--- src/rtl/scpmc_pkg.sv ---
package scpmc_pkg;

  // register byte addresses
  localparam logic [7:0] ADDR_MODE_CTRL = 8'h00;
  localparam logic [7:0] ADDR_IDLE_FLAGS = 8'h04;
  localparam logic [7:0] ADDR_STATUS = 8'h08;

  // mode control field positions
  localparam int CKS_HI = 7;
  localparam int CKS_LO = 5;
  localparam int SLOW_RDY_BIT = 3;
  localparam int FAST_RDY_BIT = 2;
  localparam int WAIT_EN_BIT = 1;
  localparam int HL_SEL_BIT = 0;

  // idle/flags field positions
  localparam int KEEP_ON_BIT = 7;
  localparam int RSVD_BIT = 3;
  localparam int LVR_BIT = 2;
  localparam int WRF_BIT = 0;

  // reset values of the writable mode control bits
  localparam logic [2:0] CKS_RESET = 3'h0;
  localparam logic WAIT_EN_RESET = 1'h1;
  localparam logic HL_SEL_RESET = 1'h1;

  // divider: shift 0 = undivided, 6 = divide by 64
  localparam logic [2:0] DIV_SHIFT_BASE = 3'h0;
  localparam logic [3:0] DIV_SHIFT_SUM = 4'h8;
  localparam logic [2:0] DIV_SHIFT_MAX = 3'h6;
  localparam logic [2:0] CKS_FIRST_FAST = 3'h2;
  localparam logic [5:0] DIV_ALL_ONES = 6'h3F;
  localparam logic [5:0] DIV16_MASK = 6'h0F;

  // slow oscillator settles after this many slow ticks
  localparam logic [1:0] SLOW_READY_TICKS = 2'h2;

  // axi responses
  localparam logic [1:0] RESP_OKAY = 2'h0;
  localparam logic [1:0] RESP_SLVERR = 2'h2;

  // operating modes, gray coded along run -> wait -> stop
  typedef enum logic [2:0] {
    MODE_NORMAL = 3'h0,
    MODE_SLOW = 3'h1,
    MODE_WAIT_ON = 3'h3,
    MODE_WAIT_OFF = 3'h2,
    MODE_STOP_WDT = 3'h6,
    MODE_STOP_DEEP = 3'h7
  } scpmc_mode_e;

  // clock and power enables handed to the rest of the chip
  typedef struct packed {
    logic cpuRun;
    logic fastOscEn;
    logic slowOscEn;
    logic timeBaseEn;
  } scpmc_power_s;

  // clock ticks handed to the rest of the chip
  typedef struct packed {
    logic sysClkTick;
    logic fastDiv16Tick;
    logic fastDiv64Tick;
  } scpmc_ticks_s;

endpackage

--- src/rtl/scpmc_top.sv ---
`timescale 1ns/10ps
// Operation
// - six modes: two running, four CPU-off
// - normal mode: fast clock divided 1..64
// - slow mode: slow clock, fast oscillator off
// - halt, wait low, watchdog off: deep stop
// - halt, wait low, watchdog on: stop, slow clock kept
// - halt, wait high, keep-on low: clocks-off wait
// - halt, wait and keep-on high: clocks-on wait
// - divider field picks slow or fast/64..fast/2
// - high/low select high gives undivided fast clock
// - moving to slow clock stops fast oscillator
// - fast/16 and fast/64 ticks stop too
// - slow ready low in deep stop, 2 ticks
// - fast ready cleared at reset, set when stable
// - wait enable picks wait or stop on halt
// - keep-on bit enables system clock in wait
// - low-voltage flag: hardware sets, software clears only
// - soft reset flag: hardware sets, software clears only
// - unimplemented bits read as zero
// - halt sets power-down, clears watchdog expiry
module scpmc_top
  import scpmc_pkg::*;
(
  // clock and reset
  input wire logic sys_clk,
  input wire logic resetn,
  // axi4-lite write address and data
  input wire logic [7:0] s_axi_awaddr,
  input wire logic s_axi_awvalid,
  output logic s_axi_awready,
  input wire logic [31:0] s_axi_wdata,
  input wire logic [3:0] s_axi_wstrb,
  input wire logic s_axi_wvalid,
  output logic s_axi_wready,
  // axi4-lite write response
  output logic [1:0] s_axi_bresp,
  output logic s_axi_bvalid,
  input wire logic s_axi_bready,
  // axi4-lite read
  input wire logic [7:0] s_axi_araddr,
  input wire logic s_axi_arvalid,
  output logic s_axi_arready,
  output logic [31:0] s_axi_rdata,
  output logic [1:0] s_axi_rresp,
  output logic s_axi_rvalid,
  input wire logic s_axi_rready,
  // oscillator ticks and status
  input wire logic fastOscTick,
  input wire logic slowOscTick,
  input wire logic fastOscStable,
  // cpu, watchdog and reset events
  input wire logic haltReq,
  input wire logic wakeUp,
  input wire logic wdtEnabled,
  input wire logic lowVoltReset,
  input wire logic wdtSoftReset,
  // clock and power outputs
  output scpmc_power_s power,
  output scpmc_ticks_s ticks,
  output scpmc_mode_e mode,
  // status register side effects
  output logic powerDownSet,
  output logic expiryClear
);

  // software visible control bits
  logic [2:0] clkDivSel;
  logic waitEnable;
  logic hlClkSel;
  logic keepOnIdle;
  logic reservedBit;
  logic lowVoltFlag;
  logic softResetFlag;
  logic slowReady;
  logic fastReady;

  // clock path state
  logic activeSlow;
  logic [2:0] activeShift;
  logic [5:0] divCnt;
  logic [1:0] slowCnt;

  // bus state
  logic awHeld;
  logic wHeld;
  logic [7:0] awAddr;
  logic [31:0] wData;
  logic [3:0] wStrb;

  // decoded requests and ticks
  logic wrEn;
  logic wrLow;
  logic reqSlow;
  logic [2:0] reqShift;
  logic fastTick;
  logic slowTick;
  logic boundary;
  logic [5:0] divMask;
  logic running;
  logic [31:0] readWord;
  logic readHit;

  // write fires once both halves are held and no response is out
  assign wrEn = awHeld && wHeld && !s_axi_bvalid;
  assign wrLow = wrEn && wStrb[0];

  // requested source and shift from the control bits
  always_comb begin
    reqSlow = !hlClkSel && (clkDivSel < CKS_FIRST_FAST);
    if (hlClkSel) begin
      reqShift = DIV_SHIFT_BASE;
    end else if (reqSlow) begin
      reqShift = DIV_SHIFT_BASE;
    end else begin
      reqShift = 3'(DIV_SHIFT_SUM - {1'b0, clkDivSel});
    end
  end

  // ticks only count while their oscillator is allowed to run
  assign fastTick = fastOscTick && power.fastOscEn;
  assign slowTick = slowOscTick && power.slowOscEn;
  // all ratios share this edge, so a change here never cuts a period
  assign boundary = fastTick && (divCnt == DIV_ALL_ONES);
  assign divMask = DIV_ALL_ONES >> (DIV_SHIFT_MAX - activeShift);
  assign running = (mode == MODE_NORMAL) || (mode == MODE_SLOW);

  // axi write address and data channels, either order
  always_ff @(posedge sys_clk) begin
    if (!resetn) begin
      s_axi_awready <= 1'b0;
      s_axi_wready <= 1'b0;
      awHeld <= 1'b0;
      wHeld <= 1'b0;
      awAddr <= 8'h00;
      wData <= 32'h0000_0000;
      wStrb <= 4'h0;
    end else begin
      if (s_axi_awvalid && s_axi_awready) begin
        s_axi_awready <= 1'b0;
        awHeld <= 1'b1;
        awAddr <= s_axi_awaddr;
      end else if (s_axi_bvalid && s_axi_bready) begin
        s_axi_awready <= 1'b1;
      end else if (!awHeld && !s_axi_bvalid) begin
        s_axi_awready <= 1'b1;
      end
      if (s_axi_wvalid && s_axi_wready) begin
        s_axi_wready <= 1'b0;
        wHeld <= 1'b1;
        wData <= s_axi_wdata;
        wStrb <= s_axi_wstrb;
      end else if (s_axi_bvalid && s_axi_bready) begin
        s_axi_wready <= 1'b1;
      end else if (!wHeld && !s_axi_bvalid) begin
        s_axi_wready <= 1'b1;
      end
      if (wrEn) begin
        awHeld <= 1'b0;
        wHeld <= 1'b0;
      end
    end
  end

  // axi write response, error for any address but the two writable registers
  always_ff @(posedge sys_clk) begin
    if (!resetn) begin
      s_axi_bvalid <= 1'b0;
      s_axi_bresp <= RESP_OKAY;
    end else if (wrEn) begin
      s_axi_bvalid <= 1'b1;
      if (awAddr == ADDR_MODE_CTRL || awAddr == ADDR_IDLE_FLAGS) begin
        s_axi_bresp <= RESP_OKAY;
      end else begin
        s_axi_bresp <= RESP_SLVERR;
      end
    end else if (s_axi_bready) begin
      s_axi_bvalid <= 1'b0;
    end
  end

  // read word assembly; unimplemented bits are zero
  always_comb begin
    readWord = 32'h0000_0000;
    readHit = 1'b1;
    unique case (s_axi_araddr)
      ADDR_MODE_CTRL: begin
        readWord[CKS_HI:CKS_LO] = clkDivSel;
        readWord[SLOW_RDY_BIT] = slowReady;
        readWord[FAST_RDY_BIT] = fastReady;
        readWord[WAIT_EN_BIT] = waitEnable;
        readWord[HL_SEL_BIT] = hlClkSel;
      end
      ADDR_IDLE_FLAGS: begin
        readWord[KEEP_ON_BIT] = keepOnIdle;
        readWord[RSVD_BIT] = reservedBit;
        readWord[LVR_BIT] = lowVoltFlag;
        readWord[WRF_BIT] = softResetFlag;
      end
      ADDR_STATUS: begin
        readWord[2:0] = mode;
      end
      default: begin
        readHit = 1'b0;
      end
    endcase
  end

  // axi read channel, answer one cycle after the address
  always_ff @(posedge sys_clk) begin
    if (!resetn) begin
      s_axi_arready <= 1'b0;
      s_axi_rvalid <= 1'b0;
      s_axi_rdata <= 32'h0000_0000;
      s_axi_rresp <= RESP_OKAY;
    end else if (s_axi_arvalid && s_axi_arready) begin
      s_axi_arready <= 1'b0;
      s_axi_rvalid <= 1'b1;
      s_axi_rdata <= readWord;
      s_axi_rresp <= readHit ? RESP_OKAY : RESP_SLVERR;
    end else if (s_axi_rvalid && s_axi_rready) begin
      s_axi_rvalid <= 1'b0;
      s_axi_arready <= 1'b1;
    end else if (!s_axi_rvalid) begin
      s_axi_arready <= 1'b1;
    end
  end

  // mode control register, writable fields only
  always_ff @(posedge sys_clk) begin
    if (!resetn) begin
      clkDivSel <= CKS_RESET;
      waitEnable <= WAIT_EN_RESET;
      hlClkSel <= HL_SEL_RESET;
    end else if (wrLow && awAddr == ADDR_MODE_CTRL) begin
      clkDivSel <= wData[CKS_HI:CKS_LO];
      waitEnable <= wData[WAIT_EN_BIT];
      hlClkSel <= wData[HL_SEL_BIT];
    end
  end

  // idle keep-on and reserved storage
  always_ff @(posedge sys_clk) begin
    if (!resetn) begin
      keepOnIdle <= 1'b0;
      reservedBit <= 1'b0;
    end else if (wrLow && awAddr == ADDR_IDLE_FLAGS) begin
      keepOnIdle <= wData[KEEP_ON_BIT];
      reservedBit <= wData[RSVD_BIT];
    end
  end

  // sticky reset-cause flags: writing one is ignored, set beats clear
  always_ff @(posedge sys_clk) begin
    if (!resetn) begin
      lowVoltFlag <= 1'b0;
      softResetFlag <= 1'b0;
    end else begin
      if (lowVoltReset) begin
        lowVoltFlag <= 1'b1;
      end else if (wrLow && awAddr == ADDR_IDLE_FLAGS && !wData[LVR_BIT]) begin
        lowVoltFlag <= 1'b0;
      end
      if (wdtSoftReset) begin
        softResetFlag <= 1'b1;
      end else if (wrLow && awAddr == ADDR_IDLE_FLAGS && !wData[WRF_BIT]) begin
        softResetFlag <= 1'b0;
      end
    end
  end

  // operating mode sequencer
  always_ff @(posedge sys_clk) begin
    if (!resetn) begin
      mode <= MODE_NORMAL;
    end else begin
      unique case (mode)
        MODE_NORMAL, MODE_SLOW: begin
          if (haltReq && waitEnable && keepOnIdle) begin
            mode <= MODE_WAIT_ON;
          end else if (haltReq && waitEnable) begin
            mode <= MODE_WAIT_OFF;
          end else if (haltReq && wdtEnabled) begin
            mode <= MODE_STOP_WDT;
          end else if (haltReq) begin
            mode <= MODE_STOP_DEEP;
          end else begin
            mode <= activeSlow ? MODE_SLOW : MODE_NORMAL;
          end
        end
        MODE_WAIT_ON, MODE_WAIT_OFF, MODE_STOP_WDT, MODE_STOP_DEEP: begin
          if (wakeUp) begin
            mode <= activeSlow ? MODE_SLOW : MODE_NORMAL;
          end
        end
        default: begin
          mode <= MODE_NORMAL;
        end
      endcase
    end
  end

  // halt side effects on the cpu status register
  always_ff @(posedge sys_clk) begin
    if (!resetn) begin
      powerDownSet <= 1'b0;
      expiryClear <= 1'b0;
    end else begin
      powerDownSet <= haltReq && running;
      expiryClear <= haltReq && running;
    end
  end

  // source switch waits for a common edge; fast needs ready first
  always_ff @(posedge sys_clk) begin
    if (!resetn) begin
      activeSlow <= 1'b0;
      activeShift <= DIV_SHIFT_BASE;
    end else if (boundary && (reqSlow || fastReady)) begin
      activeSlow <= reqSlow;
      activeShift <= reqShift;
    end
  end

  // fast divider chain
  always_ff @(posedge sys_clk) begin
    if (!resetn) begin
      divCnt <= 6'h00;
    end else if (fastTick) begin
      divCnt <= divCnt + 6'h01;
    end
  end

  // oscillator enables per mode
  always_ff @(posedge sys_clk) begin
    if (!resetn) begin
      power <= '{cpuRun: 1'b1, fastOscEn: 1'b1, slowOscEn: 1'b1,
                 timeBaseEn: 1'b1};
    end else begin
      power.cpuRun <= running;
      // fast stays up while a switch away from it is still pending
      power.fastOscEn <= (running && !(activeSlow && reqSlow))
                         || (mode == MODE_WAIT_ON && !activeSlow);
      power.slowOscEn <= (mode != MODE_STOP_DEEP)
                         && !(mode == MODE_STOP_WDT && !wdtEnabled);
      power.timeBaseEn <= (mode != MODE_STOP_DEEP)
                          && (mode != MODE_STOP_WDT);
    end
  end

  // system and peripheral ticks
  always_ff @(posedge sys_clk) begin
    if (!resetn) begin
      ticks <= '0;
    end else begin
      if (running || mode == MODE_WAIT_ON) begin
        if (activeSlow) begin
          ticks.sysClkTick <= slowTick;
        end else begin
          ticks.sysClkTick <= fastTick
                              && ((divCnt & divMask) == divMask);
        end
      end else begin
        ticks.sysClkTick <= 1'b0;
      end
      // gated with the oscillator, so these die with it
      ticks.fastDiv16Tick <= fastTick
                             && ((divCnt & DIV16_MASK) == DIV16_MASK);
      ticks.fastDiv64Tick <= boundary;
    end
  end

  // oscillator ready flags
  always_ff @(posedge sys_clk) begin
    if (!resetn) begin
      slowCnt <= 2'h0;
      slowReady <= 1'b0;
      fastReady <= 1'b0;
    end else begin
      if (!power.slowOscEn) begin
        slowCnt <= 2'h0;
      end else if (slowTick && slowCnt != SLOW_READY_TICKS) begin
        slowCnt <= slowCnt + 2'h1;
      end
      slowReady <= power.slowOscEn && (slowCnt == SLOW_READY_TICKS);
      fastReady <= power.fastOscEn && fastOscStable;
    end
  end

endmodule

--- config.mk ---
export PLATFORM = sky130hd
export DESIGN_NAME = scpmc_top
export DESIGN_NICKNAME = d
export VERILOG_FILES = /design/src/rtl/scpmc_pkg.sv /design/src/rtl/scpmc_top.sv
export SDC_FILE = /design/constraint.sdc
export NUM_CORES = 1
export LEC_CHECK = 0
export ABC_AREA = 0
export BUFFER_PORTS_ARGS = -buffer_cell sky130_fd_sc_hd__buf_2
export CAP_MARGIN = 10
export CORE_MARGIN = 8
export CORE_UTILIZATION = 45
export DETAILED_ROUTE_END_ITERATION = 10
export PLACE_DENSITY = 0.76
export SETUP_SLACK_MARGIN = 0.15
export SYNTH_ARGS = -nofsm -noshare
export SYNTH_HDL_FRONTEND = slang
export SYNTH_SLANG_ARGS = --single-unit
export TNS_END_PERCENT = 1
--- constraint.sdc ---
create_clock -name sys_clk -period 2.75 [get_ports sys_clk]
set_clock_uncertainty 0.2 [all_clocks]
set_input_delay 0.4125 -clock sys_clk [delete_from_list [all_inputs] [get_ports sys_clk]]
set_output_delay 0.4125 -clock sys_clk [all_outputs]
set_load 0.02 [all_outputs]
==> flow_summary.yaml <==
logic_synthesis:
  post_synth_most_frequent_cells: "dfxtp_1 (66), nand2_1 (58), a21oi_1 (28), buf_4 (28), nor2_1 (19)"
  synth-edff-count: 0
  synth_top_area_share_pct: 46.2
  syn_area_um2: 2860
  yosys.area.top_type: "dfxtp_1"
  yosys-top-cells-area: "dfxtp_1 (46%), nand2_1 (7.6%), buf_4 (7.4%)"
  dominantRegCellSynth: "dfxtp_1"
  yosysSeqAreaShare_pct: 46.2
  synth.ff_latch_count: 66
  yosysUniqueCellTypes: 42
  yosysMostFrequentCell: "dfxtp_1"
  syn_area_per_cell_um2: 8.53
  async_flop_share_pct: 0
  ys_warn_count: 0
  synthCells: 335
critical_path:
  worst_setup_path_start_kind: "register"
  worstPathArrival_ps: 2010
  crit_type: "register to register"
  worstPathRequired_ps: 2780
  worst_r2r_path_depth: 4
  end_kind: "register"
  worstPathMaxFanout: 8
run:
  drv_cap: 0
power:
  intPower_mw: 1.58
  p_sw_share_pct: 24.3
  combPwrFrac_pct: 9.9
  ir_drop_uv: 424
  p_seq_share_pct: 48.8
  clkPwrFrac_pct: 41.3
  p_switching_mw: 0.508
  p_leak_nw: 1.46
  cellPowerDensity_nw_per_um2: 626
global_routing:
  antenna_found_initial: 0
  grt_max_degree: 24
  grt_pass1_wl_um: 10100
  grt_pass1_vias: 2310
  overflow: 0
  track_usage_pct: 14.1
die:
  chipWidth_um: 95.7
  start_util_pct: 45.8
  dieHeight_um: 95.7
  num_rows: 29
  core_um2: 6240
  die-area_um2: 9160
  io_pins: 120
clock_tree:
  clk_latency_ps: 350
  cts.path.max_buffers: 2
  cts-hold-fix-buffers: 0
  numCtsBuffers: 9
  root_buffer: "clkbuf_8"
  clk_pin_slew_ps: 60
  cts_sinks: 66
  tritoncts: "built"
  postCtsSetupBuffers: 0
  htreeDepth: 3
  cts_resized: 0
detailed_routing:
  dr.pass1.iters: 4
  drt-initial-drc-count: 81
  ant_nets: 0
  drc_errors: 0
  post_drt_via_cell_ratio: 4.98
  wire_per_inst_um: 13.1
  vias: 2385
  routed_wl_um: 6300
place:
  place_ws_ps: 753
  finalWeightedCongestion: 0.824
  hpwl_um: 4770
  io_buffers: 64
sta:
  setup_violations: 0
  slew_headroom_pct: 64.7
  drv_slew: 0
  tightest_slew_ps: 526
  setup_slack_ps: 770
  rsz0062_at_grt: "no"
  fmax_mhz: 505
  min_period_over_period_pct: 72.0
  period_minus_slack_ps: 1980
  setup_tns_ps: 0
  hold_violations: 0
final_layout:
  layout.nets: 470
  syn_to_final_growth_pct: 17.0
  fillers: 620
  drive_above_1_share_pct: 21.1
  antenna_cells: 0
outcome:
  outcome: "finished, final reports clean"
hold_path:
  hold_depth: 3
  min_path_type: "input port to register"
## worst max-delay path, stage by stage (launching register included)
cell and delay [ps]:
dfxtp_1 310, or4_4 570, nor4_4 490, mux2i_1 240, nand2_1 60
## stage by stage
stage | utilization [%] | cell area [µm²] | power (mW) | hold WS (ps) | cells
detailed placement | 50.1 | 3130 | 1.25 | 245 | 463
global placement | 50.1 | 3130 | 1.24 | 240 | 463
global route | 53.6 | 3340 | 2.18 | 90.7 | 479
CTS | 53.6 | 3340 | 2.11 | 89.6 | 479
finish | 53.6 | 3340 | 2.09 | 99.8 | 479
floorplan | - | 2960 | 1.21 | 231 | 361
## cells by family (layout without fill, tap and decap cells)
| logic type | count (synthesis) | in the layout | share of synthesized area, % |
|---|---|---|---|
| AOI/OAI and AO/OA | 64 | 64 | 13.2 |
| xor gates and xnor gates | 6 | 6 | 1.84 |
| adders and majority gates | 6 | 6 | 2.63 |
| buffers and inverters | 52 | 93 | 10.5 |
| DFF | 66 | 66 | 46.2 |
| muxes | 11 | 11 | 3.85 |
| other | 1 | 27 | 0.131 |
| and+or+nand+nor | 129 | 129 | 21.6 |
## path summary, 6_finish.rpt
kind / start / to / slack [ps]
worst max-delay path: awAddr[5] / waitEnable / 770
worst min-delay path: s_axi_wstrb[0] / wStrb[0] / 100
worst min register to register: awAddr[7] / awAddr[7] / 250
worst max register to register: awAddr[5] / waitEnable / 770
## cell usage in the layout, fill, tap and decap left out, types with 2 or more instances in the layout
cell type	count
xnor2_1	3
dfxtp_1	66
nor2b_1	2
o21ai_0	16
or3_1	6
nand2b_1	3
nor3_1	10
a21oi_1	28
a32o_1	2
nand3b_1	2
conb_1	27
and3_1	4
a211oi_1	5
mux2i_1	11
nand3_1	15
o31ai_1	3
buf_2	64
nand2_1	58
inv_1	10
xor2_1	3
clkbuf_1	2
buf_4	2
ha_1	6
o22ai_1	2
or4_1	2
clkbuf_8	13
and2_1	2
nor2_1	19
## power by group through the flow
stage	Sequential [mW]	Clock, mW	Combinational [mW]
final	1.02	0.864	0.207
after global routing	1.03	0.929	0.231
after CTS	1.02	0.883	0.208
after detailed placement	1.04	0	0.207
after global placement	1.04	0	0.202
after floorplan	1.05	0	0.164
## cell type report
type / count / area [µm²] / share of cell area (%)
Sequential cell: 66 / 1320 / 39.5
Inverter: 11 / 41.3 / 1.23
Tap cell: 77 / 96.3 / 2.88
Multi-Input combinational cell: 243 / 1330 / 39.9
Clock inverter: 1 / 30.0 / 0.898
Timing Repair Buffer: 66 / 335 / 10.0
Clock buffer: 15 / 186 / 5.57
## flip-flops by register name, indices dropped and copies added, names as in the netlist, 2 cells and up
signal / cells
awAddr: 8
s_axi_rdata: 7
wData: 7
divCnt: 6
power: 4
activeShift: 3
clkDivSel: 3
mode: 3
ticks: 3
slowCnt: 2
## layer usage
metal | track usage (%) | share of wire (%) | up-vias
li1 | - | - | 1217
met1 | 15.1 | 42 | 1078
met2 | 23.3 | 47 | 77
met3 | 6.55 | 9.9 | 13
met4 | 6.66 | 1.7 | 0
met5 | 0 | 0 | -
Power figures use the tool's default switching activity.
